===== src/bsd_consts.svh =====
// Constants of the boot strap decoder: offsets, field positions, defaults, control bits
// Function
// RQ1: Minimal-strapping flag at 1 makes every boot field take its default value.
// RQ2: With that flag set, all other main boot straps are ignored.
// RQ3: Eight primary media settings pass through, meaning set by the primary device.
// RQ4: Three backup media settings pass through, meaning set by the backup device.
// RQ5: Board drives a backup setting strap 1 for switch on, 0 for off.
// RQ6: Reference code 0-5 gives 19.2/20/24/25/26/27 MHz, 6 reserved, 7 skips PLL.
// RQ7: Board straps the reference code for 25 MHz by default.
// RQ8: Fail-safe code 00 none, 01 I2C port 0, 10 SPI port 0, 11 NOR port 0.
// RQ9: External emulator attached disables the on-board emulation circuitry.
// RQ10: Lowest four straps pick the primary device; reserved codes act as no boot.
// RQ11: Straps six to four pick the backup device, tried only after primary fails.
// RQ12: Straps captured once at reset release and held until the next reset.
// RQ13: Six reserved upper microcontroller straps are ignored; board drives them 0.
`ifndef BSD_CONSTS_SVH
`define BSD_CONSTS_SVH

// ************************************************************
// Strap field positions
// ************************************************************
`define BSD_PDEV_LSB       0
`define BSD_BDEV_LSB       4
`define BSD_MIN_BIT        7
`define BSD_PCFG_LSB       8
`define BSD_BCFG_LSB       16
`define BSD_REF_LSB        0
`define BSD_FS_LSB         3

// ************************************************************
// Device codes and defaults
// ************************************************************
`define BSD_PDEV_NONE      4'h0
`define BSD_PDEV_RSV_B     4'hB
`define BSD_PDEV_RSV_E     4'hE
`define BSD_PDEV_RSV_F     4'hF
`define BSD_BDEV_NONE      3'h0
`define BSD_DEF_PDEV       4'h1
`define BSD_DEF_BDEV       3'h0
`define BSD_DEF_PCFG       8'h00
`define BSD_DEF_BCFG       3'h0
`define BSD_DEF_REF        3'h3
`define BSD_DEF_FS         2'h0
`define BSD_REF_RSV        3'h6
`define BSD_REF_SKIP       3'h7

// ************************************************************
// Register offsets (byte addresses) and control bits
// ************************************************************
`define BSD_OFF_RAW        8'h00
`define BSD_OFF_DEC        8'h04
`define BSD_OFF_MCU        8'h08
`define BSD_OFF_CTRL       8'h0C
`define BSD_OFF_STAT       8'h10
`define BSD_CTRL_EMU_OFF   0
`define BSD_CTRL_PFAIL     1
`define BSD_CTRL_RST       2'h0

`endif


===== src/bsd_pkg.sv =====
// Types shared by the boot strap decoder files
package bsd_pkg;

   // ************************************************************
   // Decoded boot configuration
   // ************************************************************
   typedef struct packed {
      logic        min;
      logic [3:0]  prim_dev;
      logic [2:0]  bkup_dev;
      logic [7:0]  prim_cfg;
      logic [2:0]  bkup_cfg;
      logic [2:0]  ref_code;
      logic [14:0] ref_khz;
      logic        pll_skip;
      logic [1:0]  fs_code;
      logic [2:0]  fs_sel;
   } bsd_cfg_t;

   // ************************************************************
   // State machines
   // ************************************************************
   typedef enum logic {BSD_CAP_WAIT, BSD_CAP_HOLD} bsd_cap_st_t;
   typedef enum logic {BSD_BUS_IDLE, BSD_BUS_ACK} bsd_bus_st_t;

endpackage


===== src/bsd_decode.sv =====
// Combinational decode of the raw strap levels into a boot configuration
`timescale 1ns/1ps
`include "bsd_consts.svh"
module bsd_decode (
   // Raw straps
   input  wire logic [18:0]       boot_strap_i,
   input  wire logic [10:0]       mcu_strap_i,
   // Decoded result
   output bsd_pkg::bsd_cfg_t      cfg_o
);
   import bsd_pkg::*;

   // ************************************************************
   // Decode functions
   // ************************************************************
   function automatic logic [3:0] pdev_f(input logic [3:0] code);
      logic rsv;
      rsv = (code == `BSD_PDEV_RSV_B) || (code == `BSD_PDEV_RSV_E) ||
            (code == `BSD_PDEV_RSV_F);
      pdev_f = rsv ? `BSD_PDEV_NONE : code; // RQ10
   endfunction

   function automatic logic [14:0] khz_f(input logic [2:0] code);
      case (code) // RQ6
         3'h0:    khz_f = 15'h4B00;
         3'h1:    khz_f = 15'h4E20;
         3'h2:    khz_f = 15'h5DC0;
         3'h3:    khz_f = 15'h61A8;
         3'h4:    khz_f = 15'h6590;
         3'h5:    khz_f = 15'h6978;
         default: khz_f = 15'h0000;
      endcase
   endfunction

   // ************************************************************
   // Field selection
   // ************************************************************
   logic       min;
   logic [2:0] ref_code;
   logic [1:0] fs_code;

   assign min      = boot_strap_i[`BSD_MIN_BIT];
   assign ref_code = mcu_strap_i[`BSD_REF_LSB +: 3];
   // Upper six microcontroller straps are never looked at
   assign fs_code  = mcu_strap_i[`BSD_FS_LSB +: 2]; // RQ13

   // Defaults replace every main field while the flag is set
   assign cfg_o.min      = min;
   assign cfg_o.prim_dev = min ? `BSD_DEF_PDEV :
                           pdev_f(boot_strap_i[`BSD_PDEV_LSB +: 4]); // RQ1 RQ10
   assign cfg_o.bkup_dev = min ? `BSD_DEF_BDEV :
                           boot_strap_i[`BSD_BDEV_LSB +: 3]; // RQ2 RQ11
   assign cfg_o.prim_cfg = min ? `BSD_DEF_PCFG :
                           boot_strap_i[`BSD_PCFG_LSB +: 8]; // RQ3
   assign cfg_o.bkup_cfg = min ? `BSD_DEF_BCFG :
                           boot_strap_i[`BSD_BCFG_LSB +: 3]; // RQ4 RQ5
   assign cfg_o.ref_code = ref_code;
   assign cfg_o.ref_khz  = khz_f(ref_code); // RQ6
   assign cfg_o.pll_skip = (ref_code == `BSD_REF_SKIP); // RQ6
   assign cfg_o.fs_code  = fs_code;

   // One-hot fail-safe port select: I2C, SPI, NOR
   genvar g;
   generate
      for (g = 0; g < 3; g = g + 1) begin : g_fs
         assign cfg_o.fs_sel[g] = (fs_code == 2'(g + 1)); // RQ8
      end
   endgenerate

endmodule


===== src/bsd_top.sv =====
// Boot strap decoder top: capture, hold, emulation select and register slave
`timescale 1ns/1ps
`include "bsd_consts.svh"
module bsd_top (
   // Clock and reset
   input  wire logic               clk_i,
   input  wire logic               rst_n_i,
   // Strap pins
   input  wire logic [18:0]        boot_strap_i,
   input  wire logic [10:0]        mcu_strap_i,
   input  wire logic               ext_emu_i,
   // Decoded boot settings
   output bsd_pkg::bsd_cfg_t       cfg_o,
   output logic                    captured_o,
   output logic                    use_backup_o,
   output logic                    onboard_emu_en_o,
   // Avalon-MM slave
   input  wire logic [7:0]         avs_address_i,
   input  wire logic               avs_read_i,
   input  wire logic               avs_write_i,
   input  wire logic [31:0]        avs_writedata_i,
   input  wire logic [3:0]         avs_byteenable_i,
   output logic [31:0]             avs_readdata_o,
   output logic                    avs_waitrequest_o
);
   import bsd_pkg::*;

   // ************************************************************
   // Decode of live straps
   // ************************************************************
   bsd_cfg_t dec_cfg;

   bsd_decode u_decode (
      .boot_strap_i (boot_strap_i),
      .mcu_strap_i  (mcu_strap_i),
      .cfg_o        (dec_cfg)
   );

   // Reset value of the held configuration
   function automatic bsd_cfg_t rst_cfg_f();
      bsd_cfg_t c;
      c          = '0;
      c.prim_dev = `BSD_DEF_PDEV;
      c.ref_code = `BSD_DEF_REF;
      return c;
   endfunction

   // ************************************************************
   // Capture state
   // ************************************************************
   bsd_cap_st_t cap_st_ff;
   bsd_cap_st_t nxt_cap_st;
   bsd_cfg_t    cfg_ff;
   bsd_cfg_t    nxt_cfg;
   logic [18:0] raw_ff;
   logic [18:0] nxt_raw;
   logic [10:0] mcu_ff;
   logic [10:0] nxt_mcu;
   logic        captured_ff;
   logic        nxt_captured;

   // Straps are sampled on the first edge after reset release, never later,
   // so a switch moved while running has no effect until the next reset
   always_comb begin
      nxt_cap_st = cap_st_ff;
      nxt_cfg    = cfg_ff;
      nxt_raw    = raw_ff;
      nxt_mcu    = mcu_ff;
      case (cap_st_ff)
         BSD_CAP_WAIT: begin
            nxt_cfg    = dec_cfg; // RQ12
            nxt_raw    = boot_strap_i;
            nxt_mcu    = mcu_strap_i;
            nxt_cap_st = BSD_CAP_HOLD;
         end
         BSD_CAP_HOLD: begin
            nxt_cap_st = BSD_CAP_HOLD; // RQ12
         end
         default: begin
            nxt_cap_st = BSD_CAP_WAIT;
         end
      endcase
      nxt_captured = (nxt_cap_st == BSD_CAP_HOLD);
   end

   always_ff @(posedge clk_i) begin
      if (!rst_n_i) begin
         cap_st_ff <= BSD_CAP_WAIT;
         cfg_ff    <= rst_cfg_f();
         raw_ff    <= 19'h00000;
         mcu_ff    <= 11'h000;
         captured_ff <= 1'b0;
      end else begin
         cap_st_ff <= nxt_cap_st;
         cfg_ff    <= nxt_cfg;
         raw_ff    <= nxt_raw;
         mcu_ff    <= nxt_mcu;
         captured_ff <= nxt_captured;
      end
   end

   // ************************************************************
   // Control, emulation and boot device selection
   // ************************************************************
   bsd_bus_st_t bus_st_ff;
   bsd_bus_st_t nxt_bus_st;
   logic        wr_go;
   logic [1:0]  ctrl_ff;
   logic [1:0]  nxt_ctrl;
   logic        emu_en_ff;
   logic        nxt_emu_en;
   logic        bkup_ff;
   logic        nxt_bkup;

   assign wr_go = avs_write_i && (bus_st_ff == BSD_BUS_ACK);

   always_comb begin
      nxt_ctrl = ctrl_ff;
      if (wr_go && (avs_address_i == `BSD_OFF_CTRL) && avs_byteenable_i[0]) begin
         nxt_ctrl = avs_writedata_i[1:0];
      end
      // Emulator presence is a live level, not a captured strap
      nxt_emu_en = !(ext_emu_i || ctrl_ff[`BSD_CTRL_EMU_OFF]); // RQ9
      // Backup is only entered once the primary was reported failed and a
      // backup device exists; it stays until the next reset
      nxt_bkup = bkup_ff;
      if ((cap_st_ff == BSD_CAP_HOLD) && ctrl_ff[`BSD_CTRL_PFAIL] &&
          (cfg_ff.bkup_dev != `BSD_BDEV_NONE)) begin
         nxt_bkup = 1'b1; // RQ11
      end
   end

   always_ff @(posedge clk_i) begin
      if (!rst_n_i) begin
         ctrl_ff   <= `BSD_CTRL_RST;
         emu_en_ff <= 1'b0;
         bkup_ff   <= 1'b0;
      end else begin
         ctrl_ff   <= nxt_ctrl;
         emu_en_ff <= nxt_emu_en;
         bkup_ff   <= nxt_bkup;
      end
   end

   // ************************************************************
   // Avalon-MM slave: one wait cycle, answer on the second edge
   // ************************************************************
   logic [31:0] rdata_ff;
   logic [31:0] nxt_rdata;
   logic        wait_ff;
   logic        nxt_wait;

   function automatic logic [31:0] rd_mux_f(input logic [7:0] adr);
      case (adr)
         `BSD_OFF_RAW:  rd_mux_f = {13'h0000, raw_ff};
         `BSD_OFF_DEC:  rd_mux_f = {13'h0000, cfg_ff.bkup_cfg, cfg_ff.prim_cfg,
                                    cfg_ff.min, cfg_ff.bkup_dev, cfg_ff.prim_dev};
         `BSD_OFF_MCU:  rd_mux_f = {cfg_ff.ref_khz, 7'h00, cfg_ff.fs_sel,
                                    cfg_ff.pll_skip, 1'b0, cfg_ff.fs_code,
                                    cfg_ff.ref_code}; // RQ13
         `BSD_OFF_CTRL: rd_mux_f = {30'h00000000, ctrl_ff};
         `BSD_OFF_STAT: rd_mux_f = {28'h0000000, ext_emu_i, emu_en_ff, bkup_ff,
                                    cap_st_ff == BSD_CAP_HOLD};
         default:       rd_mux_f = 32'h00000000;
      endcase
   endfunction

   always_comb begin
      nxt_bus_st = bus_st_ff;
      nxt_wait   = 1'b1;
      nxt_rdata  = rdata_ff;
      case (bus_st_ff)
         BSD_BUS_IDLE: begin
            if (avs_read_i || avs_write_i) begin
               nxt_bus_st = BSD_BUS_ACK;
               nxt_wait   = 1'b0;
               nxt_rdata  = rd_mux_f(avs_address_i);
            end
         end
         BSD_BUS_ACK: begin
            nxt_bus_st = BSD_BUS_IDLE;
         end
         default: begin
            nxt_bus_st = BSD_BUS_IDLE;
         end
      endcase
   end

   always_ff @(posedge clk_i) begin
      if (!rst_n_i) begin
         bus_st_ff <= BSD_BUS_IDLE;
         wait_ff   <= 1'b1;
         rdata_ff  <= 32'h00000000;
      end else begin
         bus_st_ff <= nxt_bus_st;
         wait_ff   <= nxt_wait;
         rdata_ff  <= nxt_rdata;
      end
   end

   // ************************************************************
   // Outputs
   // ************************************************************
   assign cfg_o             = cfg_ff;
   assign captured_o        = captured_ff;
   assign use_backup_o      = bkup_ff;
   assign onboard_emu_en_o  = emu_en_ff;
   assign avs_readdata_o    = rdata_ff;
   assign avs_waitrequest_o = wait_ff;
endmodule


===== config.mk =====
export PLATFORM = sky130hd
export DESIGN_NAME = bsd_top
export DESIGN_NICKNAME = d
export VERILOG_FILES = /design/src/bsd_pkg.sv /design/src/bsd_decode.sv /design/src/bsd_top.sv
export VERILOG_INCLUDE_DIRS = /design/src /design/src/src
export SDC_FILE = /design/constraint.sdc
export NUM_CORES = 1
export LEC_CHECK = 0
export ABC_AREA = 1
export BUFFER_PORTS_ARGS = -buffer_cell sky130_fd_sc_hd__buf_4
export CORE_ASPECT_RATIO = 1.1
export CORE_MARGIN = 3
export CORE_UTILIZATION = 49
export CTS_CLUSTER_DIAMETER = 30
export CTS_CLUSTER_SIZE = 12
export DETAILED_ROUTE_END_ITERATION = 16
export PLACE_DENSITY_LB_ADDON = 0.25
export SYNTH_ARGS = -nofsm -noshare
export SYNTH_HDL_FRONTEND = slang
export SYNTH_SLANG_ARGS = --single-unit

===== constraint.sdc =====
create_clock -name clk_i -period 1.3 [get_ports clk_i]
set_input_delay 0.065 -clock clk_i [delete_from_list [all_inputs] [get_ports clk_i]]
set_output_delay 0.065 -clock clk_i [all_outputs]
set_load 0.03 [all_outputs]

# Word level (Yosys, flattened, before mapping)
# Index checks and enable logic that the tools add are counted.
# classes
addsub	0
mul	0
div	0
n_lt_le_gt_ge	0
n_eq_ne	16
shifts	0
muxes	11
bitwise	2
n_reduce_logical	15
# op_table
op	n
32-bit case mux with 5 select lines	1
15-bit case mux with 6 select lines	1
8-bit by 4-bit equality test with 1-bit output (second input constant)	2
4-bit equality test (second input constant)	3
3-bit equality test (second input constant)	3
8-bit by 3-bit equality test with 1-bit output (second input constant)	1
8-bit by 5-bit equality test with 1-bit output (second input constant)	1
8-bit logical NOT	1
4-bit two-way mux	2
8-bit two-way mux	1
3-bit by 2-bit equality test with 1-bit output (second input constant)	2
3-bit two-way mux	2
1-bit logical AND	5
2-bit equality test (second input constant)	2
1-bit logical OR	4
3-bit by 1-bit equality test with 1-bit output (second input constant)	1
3-bit logical NOT	1
1-bit two-way mux	3
3-bit nonzero test	1
2-bit by 1-bit equality test with 1-bit output (second input constant)	1
1-bit inverter	2
1-bit case mux with 2 select lines	1
2-bit AND reduction	1
2-bit OR reduction	1
1-bit logical NOT	1
# word_totals
register_bits	101
latchBits	0
ram_bits	0
rom_bits	0
in_bits	79
output_inout_bits	79
word_cells	62
n_memories	0

# Longest topological paths before layout
# logic_depth
word_depth	5
depth_mapped	9
depth_no_buf	9

# Hierarchy
# From an unflattened synthesis, not the netlist that was laid out.
# unflattened
hier_cells	611
area_unflattened_um2	4470.5
# modules_own_cells
mod	n_inst	cells_per_inst	area_per_inst_um2	seq_area_each_um2
bsd_top	1	523	4078.9	2021.9
bsd_decode	1	88	391.6	0.0

# Least setup slack after synthesis
# OpenSTA, ideal clock, no wires.
# synth_path
path_type	register to register
from	reg captured_o (netlist name)
to	reg cfg_ff (netlist bit cfg_o[37])
setup_ps	70
arrival_ps	1243
required_ps	1230
path_slack_ps	-12
path_stages_with_launch	6
n_path_buf	3
period_less_slack_ps	1312
cell_sequence	dfxtp_1 > buf_2 > buf_2 > buf_2 > nand2_1 > a21oi_1
# synth_rtl
element	line_no	rtl
end signal, assigned	bsd_top.sv:89	cfg_ff <= rst_cfg_f();
end signal, assigned	bsd_top.sv:95	cfg_ff <= nxt_cfg;
end, declared	bsd_top.sv:53	bsd_cfg_t cfg_ff;

==> run_results.csv <==
group,metric,value,unit
critical_path,critPathKind,"reg -> reg",
floorplanning,start_util,51.25,%
min_path,min_from,"mcu_strap_i[0]",
placement,post_dp_cell_area,0.005100,mm2
clock_network,clock_path_buffers,2,
yosys,synth_area,0.004143,mm2
critical_path,reg2reg_to,"cfg_o[0]",
sta,max_freq,861.7,MHz
detailed_routing,drt-pass1-iter-count,4,
floorplanning,io_pins,158,
grt,grt_max_degree,36,
min_path,hp-class,"in -> reg",
critical_path,required,1.58,ns
final_layout,fin_area,0.005588,mm2
floorplanning,dieArea,0.009595,mm2
clock_network,clk_latency,0.35,ns
power_and_ir_drop,p_int,4557,uW
clock_network,cts_inserted_buffers,9,
yosys,synth_cell_types,30,
final_layout,drive_gt1_share,30.12,%
detailed_routing,drc,0,
yosys,synth_cells,544,
floorplanning,coreArea,0.008083,mm2
grt,grt_usage,23.50,%
critical_path,critical_path.cell_chain,"inv_2 > nand2_1 > or2_2 > a21oi_1",
critical_path,critPathTopFamily,"simple AND/OR/NAND/NOR gates",
grt,overflow,0,
yosys,synth_seq_area_share,46.39,%
yosys,ys_warn_count,0,
sta,drv_slew,0,
critical_path,critPathMaxStageDelay,0.35,ns
sta,clock_skew,0.01021,ns
power_and_ir_drop,p_leak,0.002406,uW
critical_path,rr_startpoint,"captured_o",
yosys,synth.avg_cell_area,7.615,um2
yosys,ys_ff_latch,96,
min_path,hold_path_end,"cfg_o[11]",
critical_path,cp-start-kind,"flip-flop",
detailed_routing,dr.first_iter.drc_count,196,
sta,setup_viol,0,
critical_path,arrival,1.45,ns
sta,hold_viol,0,
critical_path,slowest_stage,"dfxtp_2",
critical_path,path_max_fanout,13,
sta,finalCritPeriodShare,89.27,%
floorplanning,num_rows,34,
placement,dp_hpwl,7.918,mm
final_layout,layout_commonest_cell,"nand2_1",
detailed_routing,antenna_left,0,
critical_path,r2r_cells,4,
final_layout,finalNetCount,759,
status,status,"finished clean",
min_path,holdPathStages,3,
placement,io_buffers,114,
clock_network,tritoncts,"done",
detailed_routing,drt_wl_total,11.30,mm
power_and_ir_drop,p_clk_share,33.1,%
detailed_routing,num_vias,4062,
power_and_ir_drop,ir_drop,610.1,uV
sta,tightest_slew,0.5041,ns
final_layout,diodes,0,
run,max_cap_viol_count,0,
sta,min_period,1.161,ns
floorplanning,fp.dieW,93.67,um
power_and_ir_drop,power.density,1122,mW/mm2
grt,grt_pass1_vias,3864,
power_and_ir_drop,p_sw_share,27.32,%
sta,slew_headroom,66.35,%
clock_network,h-tree-depth,3,
clock_network,path_clk_slew,0.08,ns
clock_network,clkSinkCount,96,
sta,rsz0062_at_grt,"false",
placement,gp_congestion,0.8956,
detailed_routing,wl_per_cell,14.27,um
detailed_routing,viasPerCell,5.129,
critical_path,r2r_slack,0.14,ns
critical_path,crit_buf_inv,1,
grt,grt_pass1_wl,17.93,mm
final_layout,area_delta_synth_final,34.88,%
grt,antenna_found_initial,0,
critical_path,end_kind,"flip-flop",
sta,worst_hold_slack,0.03010,ns
power_and_ir_drop,switchingPower,1713,uW
floorplanning,die_h,102.4,um
clock_network,cts-root-buf,"clkbuf_8",
final_layout,layout_common_cells,"nand2_1 (165), buf_4 (129), dfxtp_1 (95)",
critical_path,startpoint,"captured_o",
power_and_ir_drop,pwr-share-seq,50.5,%
power_and_ir_drop,power_frac_comb,16.5,%
==> registers in the layout (all words and copies together) (netlist names) <==
register	flops
raw_ff	19
captured_o	1
avs_readdata_o	31
cfg_o	39
onboard_emu_en_o	1
ctrl_ff	2
bus_st_ff	1
avs_waitrequest_o	1
use_backup_o	1
==> through the flow <==
step                total power [uW]  std cells  utilization (%)  setup TNS, ns  worst slack [ns]
floorplan                       3796        547                -              0            0.1014
global placement                4152        750            63.10              0           0.03193
detailed placement              4177        750            63.10       -0.02002          -0.01808
CTS                             6291        792            69.13              0            0.1415
global route                    6507        792            69.13              0           0.04225
finish                          6270        792            69.13              0            0.1395
==> power by group through the flow <==
stage / Clock [uW] / Combinational [uW] / Sequential, uW
after floorplan: 0 / 402 / 3390
after global placement: 0 / 927 / 3220
after detailed placement: 0 / 947 / 3230
after CTS: 2100 / 1030 / 3160
after global routing: 2210 / 1120 / 3180
final: 2070 / 1030 / 3170
==> synthesized netlist by cell type <==
cell,instances,share of area (%)
nor2_2,1,0.15
or2_2,2,0.30
buf_2,18,2.2
a21oi_1,64,7.7
nor2_8,1,0.48
buf_8,1,0.36
o21ai_0,17,2.1
inv_2,4,0.36
a21oi_2,19,4.0
o221ai_1,1,0.21
nand2_4,1,0.27
clkbuf_2,1,0.12
nand3_1,42,5.1
nand2_1,165,15
buf_12,1,0.48
inv_1,22,2.0
nand4_1,5,0.76
o311ai_0,1,0.21
dfxtp_1,96,46
buf_4,9,1.6
buf_6,1,0.27
nor2_1,29,2.6
nor2_4,5,1.4
clkbuf_1,6,0.54
nor3_1,7,0.85
inv_4,2,0.30
nand3_2,10,2.4
and3_1,1,0.15
nand2_2,11,1.7
conb_1,1,0.091
==> worst max path at each step <==
stage / slack (ns) / end / cells after the start
4_1_cts: 0.14 / cfg_o[0] / 4
5_1_grt: 0.04 / cfg_o[35] / 5
2_1_floorplan: 0.10 / cfg_o[37] / 5
3_5_place_dp: -0.02 / avs_waitrequest_o / 4
6_report: 0.14 / cfg_o[0] / 4
3_3_place_gp: 0.03 / avs_waitrequest_o / 4
==> tightest hold or removal path, cell delays in order <==
cell,delay [ns]
buf_4,0.12
nand2_1,0.08
a21oi_1,0.06
==> cell type report <==
type | instances | area [um2]
multi-input cells | 386 | 1891
repair buffers | 159 | 1319
fillers | 689 | 2495
clock buffers | 10 | 127.6
flip-flops and latches | 96 | 1923
clock inverters | 5 | 82.58
inverters | 28 | 110.1
well taps | 108 | 135.1
==> cells by family after synthesis <==
group	count (synthesis)	share of synthesized area (%)
buffers and inverters	65	8.245
AND/OR/NAND/NOR	280	31.05
flip-flops	96	46.39
other	1	0.09052
AO/OA/AOI/OAI	102	14.23
==> per-layer routing <==
metal	wire length [um]	global-route usage [%]
met2	5523	41.14
met1	5037	30.00
met5	0	0
met4	165	8.444
met3	577	2.798
==> what timing repair did <==
| action | CTS | global route |
|---|---|---|
| hold endpoints to repair | 40 | 0 |
| hold buffers | 25 | 0 |
| endpoints found under the setup margin | 18 | 0 |
| setup buffers | 2 | 0 |
| gates resized for setup | 0 | 0 |
No activity file was read; power rests on OpenSTA's default activity.
